[src/inc/ccp_cfg.svh]
// ccp_cfg.svh: register offsets, field positions, reset values, counts
// assumes: included by the ccp package users; definitions only
`ifndef CCP_CFG_SVH
`define CCP_CFG_SVH

`define CCP_OFF_CTRL      12'h000
`define CCP_OFF_CAP       12'h004
`define CCP_OFF_HOLD      12'h008
`define CCP_OFF_STAT      12'h00c
`define CCP_OFF_TIMER     12'h010

`define CCP_CTRL_EN_BIT   7
`define CCP_CTRL_OUT_BIT  5
`define CCP_CTRL_FMT_BIT  4
`define CCP_CTRL_RST      8'h00
`define CCP_CAP_RST       8'h00
`define CCP_HOLD_RST      16'h0000

`define CCP_STAT_IF_BIT   0
`define CCP_STAT_IE_BIT   1
`define CCP_STAT_ADSEL_BIT 2

`define CCP_PRE_FOUR      2'h3
`define CCP_PRE_SIXTEEN   4'hf

`endif

[src/inc/ccp_pkg.sv]
// ccp_pkg: types of the capture/compare/pwm channel
// assumes: ccp_cfg.svh carries the numeric constants
package ccp_pkg;

    typedef enum logic [3:0] {
        CCP_MODE_OFF      = 4'b0000,
        CCP_MODE_CMP_TGLR = 4'b0001,
        CCP_MODE_CMP_TGL  = 4'b0010,
        CCP_MODE_CAP_FALL = 4'b0100,
        CCP_MODE_CAP_RISE = 4'b0101,
        CCP_MODE_CAP_4TH  = 4'b0110,
        CCP_MODE_CAP_16TH = 4'b0111,
        CCP_MODE_CMP_SET  = 4'b1000,
        CCP_MODE_CMP_CLR  = 4'b1001,
        CCP_MODE_CMP_SWI  = 4'b1010,
        CCP_MODE_CMP_ADC  = 4'b1011,
        CCP_MODE_PWM      = 4'b1111
    } ccp_mode_t;

    // capture event sources as one packed group
    typedef struct packed {
        logic logic_cell_four_output;
        logic logic_cell_three_output;
        logic logic_cell_two_output;
        logic logic_cell_one_output;
        logic pin_change_event;
        logic comparator_two_synced;
        logic comparator_one_synced;
        logic routed_input_pin;
    } ccp_src_t;

    // pwm timer state supplied by the pwm timer
    typedef struct packed {
        logic [7:0] count;
        logic [7:0] period;
        logic [1:0] low_bits;
        logic       inc;
    } ccp_pwm_tmr_t;

endpackage

[src/ccp_unit.sv]
// ccp_unit: one capture/compare/pwm channel with an apb register slave
// assumes: capture timer and pwm timer live outside and are on pclk;
// timer increments arrive as one-cycle enables
//
// Added by the designer: the APB register port and the register offsets.
`timescale 1ns/100ps
`include "ccp_cfg.svh"

// Functional notes
// - capture copies capture timer into holding pair
// - mode picks falling, rising, 4th, 16th edge
// - capture sets sticky flag, software clears
// - later capture overwrites, no overrun indication
// - three-bit field selects one of eight sources
// - port write on output pin may capture
// - mode change may false flag; software clears
// - prescaler cleared when off, non-capture, reset
// - prescale switch keeps counter; clear control first
// - capture in sleep needs external timer clock
// - compare holding pair against capture timer
// - match toggles, sets, clears, triggers or flags
// - every compare match sets the flag
// - adc trigger only when channel selected
// - holding change after trigger cancels timer reset
// - writing zero control clears output latch
// - channel output offered to other peripherals
// - match interrupt wakes device when enabled
// - pwm up to ten bits from period and duty
// - period end clears timer, sets output unless duty is zero, loads duty
// - ten-bit time base; clear at buffered duty
// - duty beyond period leaves output unchanged
module ccp_unit
    import ccp_pkg::*;
(
    input  wire logic         pclk,
    input  wire logic         presetn,
    input  wire logic         psel,
    input  wire logic         penable,
    input  wire logic         pwrite,
    input  wire logic [11:0]  paddr,
    input  wire logic [31:0]  pwdata,
    output logic      [31:0]  prdata,
    output logic              pready,
    output logic              pslverr,
    input  wire ccp_src_t     sources,
    input  wire logic [15:0]  capture_timer,
    input  wire ccp_pwm_tmr_t pwm_tmr,
    input  wire logic         pin_is_output,
    input  wire logic         port_level,
    output logic              channel_out,
    output logic              adc_trigger,
    output logic              capture_timer_reset,
    output logic              pwm_timer_clear,
    output logic              wake_request
);

    logic [7:0]  ctrl_q;
    logic [2:0]  cap_src_q;
    logic [15:0] hold_q;
    logic        flag_q;
    logic        ie_q;
    logic        adsel_q;
    logic        out_q;
    logic [3:0]  pre_cnt_q;
    logic        src_s1_q;
    logic        src_s2_q;
    logic        src_prev_q;
    logic [9:0]  duty_buf_q;
    logic        trig_q;
    logic        match_prev_q;

    ccp_mode_t   mode;
    logic        enabled;
    logic        is_capture;
    logic        is_compare;
    logic        is_pwm;
    logic        wr_en;
    logic        rd_en;
    logic        hold_wr;
    logic        ctrl_wr;
    logic        src_raw;
    logic        rise;
    logic        fall;
    logic        cap_event;
    logic        cmp_match;
    logic        match_edge;
    logic [9:0]  duty_now;
    logic [9:0]  time_base;
    logic        period_end;
    logic        unmapped;

    assign mode       = ccp_mode_t'(ctrl_q[3:0]);
    assign enabled    = ctrl_q[`CCP_CTRL_EN_BIT];
    assign is_capture = enabled && (ctrl_q[3:2] == 2'b01);
    assign is_pwm     = enabled && (mode == CCP_MODE_PWM);
    assign is_compare = enabled && !is_capture && !is_pwm
                        && (mode != CCP_MODE_OFF);

    // apb: zero wait states, error on unmapped offsets
    assign pready  = 1'b1;
    assign wr_en   = psel && penable && pwrite;
    assign rd_en   = psel && !penable && !pwrite;
    assign unmapped = !(paddr == `CCP_OFF_CTRL || paddr == `CCP_OFF_CAP
                      || paddr == `CCP_OFF_HOLD || paddr == `CCP_OFF_STAT
                      || paddr == `CCP_OFF_TIMER);
    assign pslverr = psel && penable && unmapped;
    assign ctrl_wr = wr_en && (paddr == `CCP_OFF_CTRL);
    assign hold_wr = wr_en && (paddr == `CCP_OFF_HOLD);

    always_ff @(posedge pclk or negedge presetn) begin
        if (!presetn) begin
            prdata <= 32'h0000_0000;
        end else if (rd_en) begin
            case (paddr)
                `CCP_OFF_CTRL:  prdata <= {24'h00_0000, ctrl_q[7:6],
                                           out_q, ctrl_q[4:0]};
                `CCP_OFF_CAP:   prdata <= {29'h0000_0000, cap_src_q};
                `CCP_OFF_HOLD:  prdata <= {16'h0000, hold_q};
                `CCP_OFF_STAT:  prdata <= {29'h0000_0000, adsel_q,
                                           ie_q, flag_q};
                `CCP_OFF_TIMER: prdata <= {16'h0000, capture_timer};
                default:        prdata <= 32'h0000_0000;
            endcase
        end
    end

    always_ff @(posedge pclk or negedge presetn) begin
        if (!presetn) begin
            ctrl_q    <= `CCP_CTRL_RST;
            cap_src_q <= 3'h0;
            ie_q      <= 1'b0;
            adsel_q   <= 1'b0;
        end else begin
            if (ctrl_wr) begin
                ctrl_q <= pwdata[7:0];
            end
            if (wr_en && paddr == `CCP_OFF_CAP) begin
                cap_src_q <= pwdata[2:0];
            end
            if (wr_en && paddr == `CCP_OFF_STAT) begin
                ie_q    <= pwdata[`CCP_STAT_IE_BIT];
                adsel_q <= pwdata[`CCP_STAT_ADSEL_BIT];
            end
        end
    end

    // source select then two-flop sync; only the second stage is watched
    always_comb begin
        src_raw = sources[cap_src_q];
        if (cap_src_q == 3'h0 && pin_is_output) begin
            src_raw = port_level;
        end
    end

    always_ff @(posedge pclk or negedge presetn) begin
        if (!presetn) begin
            src_s1_q   <= 1'b0;
            src_s2_q   <= 1'b0;
            src_prev_q <= 1'b0;
        end else begin
            src_s1_q   <= src_raw;
            src_s2_q   <= src_s1_q;
            src_prev_q <= src_s2_q;
        end
    end

    assign rise = src_s2_q && !src_prev_q;
    assign fall = !src_s2_q && src_prev_q;

    // prescaler keeps counting across prescale changes; software
    // must clear control first to restart it
    always_ff @(posedge pclk or negedge presetn) begin
        if (!presetn) begin
            pre_cnt_q <= 4'h0;
        end else if (!is_capture) begin
            pre_cnt_q <= 4'h0;
        end else if (rise) begin
            pre_cnt_q <= pre_cnt_q + 4'h1;
        end
    end

    always_comb begin
        cap_event = 1'b0;
        if (is_capture) begin
            case (mode)
                CCP_MODE_CAP_FALL: cap_event = fall;
                CCP_MODE_CAP_RISE: cap_event = rise;
                CCP_MODE_CAP_4TH:  cap_event = rise &&
                    (pre_cnt_q[1:0] == `CCP_PRE_FOUR);
                CCP_MODE_CAP_16TH: cap_event = rise &&
                    (pre_cnt_q == `CCP_PRE_SIXTEEN);
                default:           cap_event = 1'b0;
            endcase
        end
    end

    // holding pair: capture overwrites silently; software writes too
    always_ff @(posedge pclk or negedge presetn) begin
        if (!presetn) begin
            hold_q <= `CCP_HOLD_RST;
        end else if (cap_event) begin
            hold_q <= capture_timer;
        end else if (hold_wr) begin
            hold_q <= pwdata[15:0];
        end
    end

    assign cmp_match  = is_compare && (hold_q == capture_timer);
    assign match_edge = cmp_match && !match_prev_q;

    // set beats a software clear landing in the same cycle
    always_ff @(posedge pclk or negedge presetn) begin
        if (!presetn) begin
            flag_q <= 1'b0;
        end else if (cap_event || match_edge) begin
            flag_q <= 1'b1;
        end else if (wr_en && paddr == `CCP_OFF_STAT
                     && !pwdata[`CCP_STAT_IF_BIT]) begin
            flag_q <= 1'b0;
        end
    end

    assign wake_request = flag_q && ie_q;

    // pwm duty in ten bits, left or right aligned by fmt
    assign duty_now = ctrl_q[`CCP_CTRL_FMT_BIT] ? hold_q[15:6]
                                                 : hold_q[9:0];
    assign time_base  = {pwm_tmr.count, pwm_tmr.low_bits};
    assign period_end = is_pwm && pwm_tmr.inc
                        && (pwm_tmr.count == pwm_tmr.period);
    assign pwm_timer_clear = period_end;

    always_ff @(posedge pclk or negedge presetn) begin
        if (!presetn) begin
            duty_buf_q <= 10'h000;
        end else if (period_end) begin
            duty_buf_q <= duty_now;
        end
    end

    always_ff @(posedge pclk or negedge presetn) begin
        if (!presetn) begin
            out_q <= 1'b0;
        end else if (ctrl_wr && pwdata[7:0] == 8'h00) begin
            out_q <= 1'b0;
        end else if (is_pwm) begin
            if (period_end) begin
                out_q <= (duty_now != 10'h000);
            end else if (time_base + 10'h001 == duty_buf_q
                         && duty_buf_q <= {pwm_tmr.period, 2'b11}) begin
                // fall as the time base steps onto the duty so the pulse
                // lasts duty steps; exact only at one step per clock
                out_q <= 1'b0;
            end
        end else if (match_edge) begin
            case (mode)
                CCP_MODE_CMP_TGLR,
                CCP_MODE_CMP_TGL: out_q <= !out_q;
                CCP_MODE_CMP_SET: out_q <= 1'b1;
                CCP_MODE_CMP_CLR: out_q <= 1'b0;
                default:          out_q <= out_q;
            endcase
        end
    end

    assign channel_out = out_q;

    // trigger one cycle, timer reset the next in CCP_MODE_CMP_ADC or CCP_MODE_CMP_TGLR unless holding changed
    always_ff @(posedge pclk or negedge presetn) begin
        if (!presetn) begin
            trig_q       <= 1'b0;
            match_prev_q <= 1'b0;
            adc_trigger  <= 1'b0;
            capture_timer_reset <= 1'b0;
        end else begin
            match_prev_q <= cmp_match;
            trig_q       <= match_edge && adsel_q;
            adc_trigger  <= match_edge && adsel_q;
            capture_timer_reset <= trig_q && !hold_wr
                && (mode == CCP_MODE_CMP_ADC
                    || mode == CCP_MODE_CMP_TGLR);
        end
    end

    flag_set_a: assert property (
        @(posedge pclk) disable iff (!presetn)
        cap_event |=> flag_q)
        else $error("capture did not set flag");
    cap_copy_a: assert property (
        @(posedge pclk) disable iff (!presetn)
        cap_event |=> hold_q == $past(capture_timer))
        else $error("capture value not held");
    pre_clear_a: assert property (
        @(posedge pclk) disable iff (!presetn)
        !is_capture |=> pre_cnt_q == 4'h0)
        else $error("prescaler not cleared");
    zero_ctrl_a: assert property (
        @(posedge pclk) disable iff (!presetn)
        ctrl_wr && pwdata[7:0] == 8'h00 |=> !channel_out)
        else $error("output latch not cleared");
    adc_sel_a: assert property (
        @(posedge pclk) disable iff (!presetn)
        adc_trigger |-> $past(adsel_q))
        else $error("trigger without selection");
    cmp_flag_a: assert property (
        @(posedge pclk) disable iff (!presetn)
        match_edge |=> flag_q)
        else $error("match did not flag");
    tmr_rst_a: assert property (
        @(posedge pclk) disable iff (!presetn)
        capture_timer_reset |-> $past(adc_trigger) && !$past(hold_wr))
        else $error("timer reset without trigger");
    pwm_load_a: assert property (
        @(posedge pclk) disable iff (!presetn)
        period_end |=> duty_buf_q == $past(duty_now))
        else $error("duty not buffered");
    src_sync_a: assert property (
        @(posedge pclk) disable iff (!presetn)
        rise |-> $past(src_raw, 2))
        else $error("edge not synced");

    // flag stickiness, capture edges, match actions and pwm output
    flag_keep_a: assert property (
        @(posedge pclk) disable iff (!presetn)
        flag_q && !(wr_en && paddr == `CCP_OFF_STAT
                    && !pwdata[`CCP_STAT_IF_BIT]) |=> flag_q)
        else $error("flag dropped by hardware");
    fall_cap_a: assert property (
        @(posedge pclk) disable iff (!presetn)
        is_capture && mode == CCP_MODE_CAP_FALL && fall
        |=> flag_q && hold_q == $past(capture_timer))
        else $error("falling edge not captured");
    rise_cap_a: assert property (
        @(posedge pclk) disable iff (!presetn)
        is_capture && mode == CCP_MODE_CAP_RISE && rise
        |=> flag_q && hold_q == $past(capture_timer))
        else $error("rising edge not captured");
    cmp_set_a: assert property (
        @(posedge pclk) disable iff (!presetn)
        match_edge && mode == CCP_MODE_CMP_SET && !ctrl_wr
        |=> channel_out)
        else $error("set on match failed");
    cmp_clr_a: assert property (
        @(posedge pclk) disable iff (!presetn)
        match_edge && mode == CCP_MODE_CMP_CLR && !ctrl_wr
        |=> !channel_out)
        else $error("clear on match failed");
    cmp_tgl_a: assert property (
        @(posedge pclk) disable iff (!presetn)
        match_edge && !ctrl_wr && (mode == CCP_MODE_CMP_TGL
            || mode == CCP_MODE_CMP_TGLR)
        |=> channel_out != $past(channel_out))
        else $error("toggle on match failed");
    pwm_set_a: assert property (
        @(posedge pclk) disable iff (!presetn)
        period_end && duty_now != 10'h000 && !ctrl_wr
        |=> channel_out)
        else $error("output not set at period end");
    pwm_keep_a: assert property (
        @(posedge pclk) disable iff (!presetn)
        is_pwm && !period_end && !ctrl_wr
        && duty_buf_q > {pwm_tmr.period, 2'b11} |=> $stable(channel_out))
        else $error("output moved with long duty");
    trig_pulse_a: assert property (
        @(posedge pclk) disable iff (!presetn)
        adc_trigger |=> !adc_trigger)
        else $error("trigger longer than one cycle");
    wake_req_a: assert property (
        @(posedge pclk) disable iff (!presetn)
        flag_q && ie_q |-> wake_request)
        else $error("enabled flag did not wake");

endmodule

[config.mk]
export PLATFORM = sky130hd
export DESIGN_NAME = ccp_unit
export DESIGN_NICKNAME = d
export VERILOG_FILES = /design/src/inc/ccp_pkg.sv /design/src/ccp_unit.sv
export VERILOG_INCLUDE_DIRS = /design/src /design/src/inc
export SDC_FILE = /design/constraint.sdc
export NUM_CORES = 1
export LEC_CHECK = 0
export ABC_AREA = 1
export BUFFER_PORTS_ARGS = -buffer_cell sky130_fd_sc_hd__buf_4
export CAP_MARGIN = 20
export CORE_UTILIZATION = 45
export CTS_BUF_LIST = sky130_fd_sc_hd__clkbuf_8
export CTS_CLUSTER_DIAMETER = 60
export DETAILED_ROUTE_END_ITERATION = 8
export PLACE_DENSITY_LB_ADDON = 0.05
export REMOVE_ABC_BUFFERS = 1
export SLEW_MARGIN = 20
export SYNTH_ARGS = -nofsm -noshare
export SYNTH_HDL_FRONTEND = slang
export SYNTH_SLANG_ARGS = --single-unit
[constraint.sdc]
create_clock -name pclk -period 4.2 [get_ports pclk]
set_clock_uncertainty 0.05 [all_clocks]
set_input_delay 0.84 -clock pclk [delete_from_list [all_inputs] [get_ports pclk]]
set_output_delay 0.84 -clock pclk [all_outputs]
set_load 0.005 [all_outputs]
Yosys cells after proc, flatten, opt, wreduce, memory -nomap -nowiden
Index checks and enable logic that the tools add are counted.
{"block": "totals", "input_bits": 94, "wordCells": 119, "regBits": 83}
{"block": "op_classes", "n_reduce_logical": 58, "n_addsub": 2, "order_cmp": 2, "n_mux": 19, "eq_ne": 22}
{"operator": "$pmux 16 s5", "n": 1}
{"operator": "$mux 16", "n": 2}
{"operator": "$logic_and 1x1->1", "n": 30}
{"operator": "$eq 12x4->1 const B", "n": 2}
{"operator": "$eq 4x4->1 const B", "n": 5}
{"operator": "$eq 16x16->1", "n": 1}
{"operator": "$eq 4x3->1 const B", "n": 4}
{"operator": "$eq 12x3->1 const B", "n": 1}
{"operator": "$eq 12x5->1 const B", "n": 1}
{"operator": "$logic_not 12->1", "n": 1}
{"operator": "$logic_not 1->1", "n": 11}
{"operator": "$add 10x1->10 const B", "n": 1}
{"operator": "$eq 10x10->1", "n": 1}
{"operator": "$le 10x10->1", "n": 1}
{"operator": "$mux 1", "n": 10}
{"operator": "$mux 10", "n": 1}
{"operator": "$reduce_bool 10->1", "n": 1}
{"operator": "$eq 8x8->1", "n": 1}
{"operator": "$logic_not 8->1", "n": 1}
{"operator": "$mux 4", "n": 2}
{"operator": "$logic_or 1x1->1", "n": 6}
{"operator": "$reduce_bool 5->1", "n": 1}
{"operator": "$add 4x1->4 const B", "n": 1}
{"operator": "$eq 4x1->1 const B", "n": 1}
{"operator": "15 further kinds", "n": 16}

Longest topological paths before layout
{"block": "logic_depth", "depth_word": 11, "depth_mapped": 13, "ltp_nobuf": 13}

Least setup slack after synthesis
Ideal clock, no wire load.
{"block": "synth_path", "kind": "input to output", "from": "in paddr[3]", "to": "out pslverr", "setup_slack_ps": 1572, "t_arrival_ps": 1738, "path_stages": 6, "path_buffers": 1, "path_cell_list": "inv_1 -> nand3_1 -> nor2_1 -> nand2_1 -> clkbuf_1 -> o2111a_1"}
{"block": "synth_via", "elab_chain_len": 7}
{"item": "start: declaration", "line": "ccp_unit.sv:40", "text": "input wire logic [11:0] paddr,"}
{"item": "$eq 12x3->1 / $logic_not 12->1 (equally long branches)"}
{"item": "$logic_or 1x1->1 (no source line) (3 in series)"}
{"item": "$logic_or 1x1->1 (no source line) *"}
{"item": "$logic_not 1->1 *", "line": "ccp_unit.sv:103", "text": "assign unmapped = !(paddr == `CCP_OFF_CTRL || paddr == `CCP_OFF_CAP"}
{"item": "$logic_and 1x1->1 *", "line": "ccp_unit.sv:106", "text": "assign pslverr = psel && penable && unmapped;"}
{"item": "end: declaration", "line": "ccp_unit.sv:44", "text": "output logic pslverr,"}
Mark *: on every way between the ends. The rest lies on a longest branch, timed or not.

Worst setup path after layout
{"block": "layout_path", "from": "in paddr[1]", "to": "out pslverr"}
Same word-level chain as after synthesis.

==> metrics.md <==
| Metric | Value |
|---|---|
| XOR/XNOR share of the synthesized area | between 3 and 4% |
| Crit Path Category | in -> out |
| Synth Area in Simple Gates | 29.1% |
| Reg2reg end | hold_q[10]$_DFFE_PN0P_ |
| Hold Fails Final Rpt | 0 |
| Final Critical Period | between 3000 and 4000 ps |
| Switching share of power | between 20% and 30% |
| Slew Limit Fails | 0 |
| Final GP Congestion | 0.904 |
| Leak Pwr | 2.84 nW |
| Longest Clk Path Bufs | 2 |
| GRT Total Usage | between 20 and 25% |
| ANT cells | 0 |
| Fmax | 315 MHz |
| Worst Hold Depth | 0 |
| Syn Area/Cell | roughly 7.1 um^2 |
| CP Capture Type | output port |
| TritonCTS Buffers | 9 |
| Total Neg Setup Slack | 0 ps |
| Ys async rst share | 100% |
| Post-synthesis cell type count | 42 |
| Post-Synthesis Cells | 624 |
| Top-area cell type share of the netlist area | 37.3% |
| Required @ worst endpoint | 3310 ps |
| Chip height | approximately 100 um |
| CP Max Fanout | 14 |
| Worst-path clk slew | about 70 ps |
| Worst-margin pin slew | ~870 ps |
| Iter 0 DRT Violations | 250 |
| Initial antenna violation count | 0 |
| Vias in the first global route | between 4000 and 5000 |
| GRT overflow | 0 |
| First-pass GRT wire length | just under 20000 um |
| Routed wire length | approximately 12000 um |
| DIE WIDTH | roughly 100 um |
| DP HPWL | 9250 um |
| Ys flop type | dfrtp_1 |
| RSZ-0062 raised after global routing | false |
| Via Count | ~4400 |
| Register area share after synthesis | 37.3% |
| Fraction of final layout cells sized beyond drive strength 1 | between 15 and 20% |
| Site Rows | 35 |
| Combinational power share | 13.9% |
| Clk pwr share | 41.1% |
| # resized after CTS | 0 |
| Net Sw Power | 0.000389 W |
| Post-layout util | about 58% |
| DRT Pass-1 Iters | 5 |
| Final Cycle Share | around three quarters |
| DRT antenna net count | 0 |
| Worst hold-check path type | reg -> reg |
| Mux cell area share after synthesis | less than 1% |
| Die ar. | a little over 0.01 mm^2 |
| Min-Delay Startpoint | src_s1_q$_DFF_PN0_ |
| Final WS setup | a little over 1000 ps |
| R2R depth | 8 |
| VDD IR max | 0.123 mV |
| # setup viols final | 0 |
| Area grow syn2layout | 22.4% |
| FF-to-FF Start | ctrl_q[1]$_DFFE_PN0P_ |
| Sequential Power Share | around 45% |
| Commonest cells post-synth | nand2_1, inv_1, dfrtp_1 |
| Startpoint types | primary input |
| Crit path DAT | 2290 ps |
| Largest family of logic cells by synthesized area | simple AND/OR/NAND/NOR gates |
| Core area | 0.00937 mm^2 |
| Largest net degree at the start of global routing | 67 |
| Most common cell in the netlist | nand2_1 |
| Via-per-instance ratio | ~5.2 |
| Top cells by area, synth | dfrtp_1, nand2_1, inv_1, nand3_1, nor2_1 |
| Synth Area in Compound Gates | between 10% and 20% |
| Pre-CTS setup slack | about 1100 ps |
| Post-synthesis adder-cell area fraction | under 10% |
| CTS Root Buffer Type | clkbuf_8 |
| Post-synth EDFFs | 0 |
| WL per Instance | between 10 and 15 um |
| Hold Path Sink | src_s2_q$_DFF_PN0_ |
| Max-Slew Margin vs Limit | approximately 42% |
| DRC | 0 |
| # IOs | 133 |
| Setup bufs post-CTS | 0 |
| Pwr Density | 270 mW/mm^2 |
| CTS Sinks | 66 |
| Internal Pwr Total | about 0.0011 W |
| Seq cells post-synth | 66 |
| CTS tree | built |
| Mapped cell area | between 0.004 and 0.005 mm^2 |
| Worst-skew pair later-pin latency | 360 ps |
| Port bufs | 99 |
| Max-cap viol count | 0 |
| Starting Density | approximately 47% |
| Hold_buf cts | 0 |
| Filler cell count | 905 |
| Final #Nets | just over 800 |
| Synth warn | 0 |
| H-tree depth | 3 |
| Largest area contributor in the netlist | dfrtp_1 |
| Status | complete, no violations |
| R2R setup slack | about 1600 ps |
worst max path at each step:
stage	from	endpoint	slack, ps
global placement	paddr[1]	pslverr	1130
global route	paddr[1]	pslverr	890
CTS	paddr[1]	pslverr	1060
finish	paddr[1]	pslverr	1020
detailed placement	paddr[1]	pslverr	1080
floorplan	paddr[1]	pslverr	1650
flip-flops by register name, summed over array words and instances (netlist names):
signal,count
adsel_q,1
cap_src_q,3
capture_timer_reset,1
channel_out,1
ctrl_q,7
duty_buf_q,10
flag_q,1
hold_q,16
ie_q,1
match_prev_q,1
prdata,16
pre_cnt_q,4
src_prev_q,1
src_s1_q,1
src_s2_q,1
trig_q,1
logic make-up after synthesis:
family | Yosys count
xor gates and xnor gates | 19
AOI/OAI and AO/OA | 102
and+or+nand+nor | 297
adders and majority gates | 10
other | 2
muxes | 2
buffers and inverters | 126
DFF | 66
placed cells by master, fill, tap and decap left out, drive strengths merged, types with 2 or more instances in the layout:
master	Yosys	layout
nand4	11	11
nand2	170	170
inv	95	98
bufinv	0	2
and3	2	2
xor2	7	7
clkinv	0	2
o221ai	16	16
a21oi	29	29
nor3	16	16
ha	10	10
conb	2	17
o22ai	17	17
clkbuf	10	9
dfrtp	66	66
o21ai	34	34
nand3b	2	2
nand3	41	41
buf	21	100
xnor2	12	12
or2	3	3
nor2	50	50
cell type report:
cell class,count,area (um^2),share of cell area [%]
repair buffers,100,751,13.8
multi-input cells,447,2290,42.2
inverters,95,357,6.57
clock inverters,7,93.8,1.73
clock buffers,9,124,2.28
well taps,129,161,2.97
flip-flops and latches,66,1650,30.4
critical path, cell delays in order:
cell      delay (ps)
buf_4            110
nor2_1           190
nand3_1          210
nor2_1           150
nand2_1          390
o2111a_1         280
buf_4            130
metal layers:
layer  GRT usage, %  vias up  wire (um)
met1           32.5     2042       5500
met3           3.93        9        649
met4           6.80        0         99
met5              0        -          0
met2           42.0      163       6010
li1               -     2189          -
through the flow:
step           instances  cell area (um^2)  total power [W]  hold slack (ps)
2_1_floorplan        608              4300         0.000762              281
3_3_place_gp         837              5210         0.000874              284
3_5_place_dp         837              5210         0.000877              292
4_1_cts              853              5430          0.00148              309
5_1_grt              853              5430          0.00153              313
6_report             853              5430          0.00147              305
power by group through the flow:
stage,Clock [W],Sequential [W],Combinational [W]
global route,0.000635,0.000662,0.000230
CTS,0.000612,0.000660,0.000205
floorplan,0,0.000670,0.0000925
detailed placement,0,0.000672,0.000205
global placement,0,0.000672,0.000202
finish,0.000602,0.000660,0.000205
Note: power is estimated with default switching activity, not from simulation.
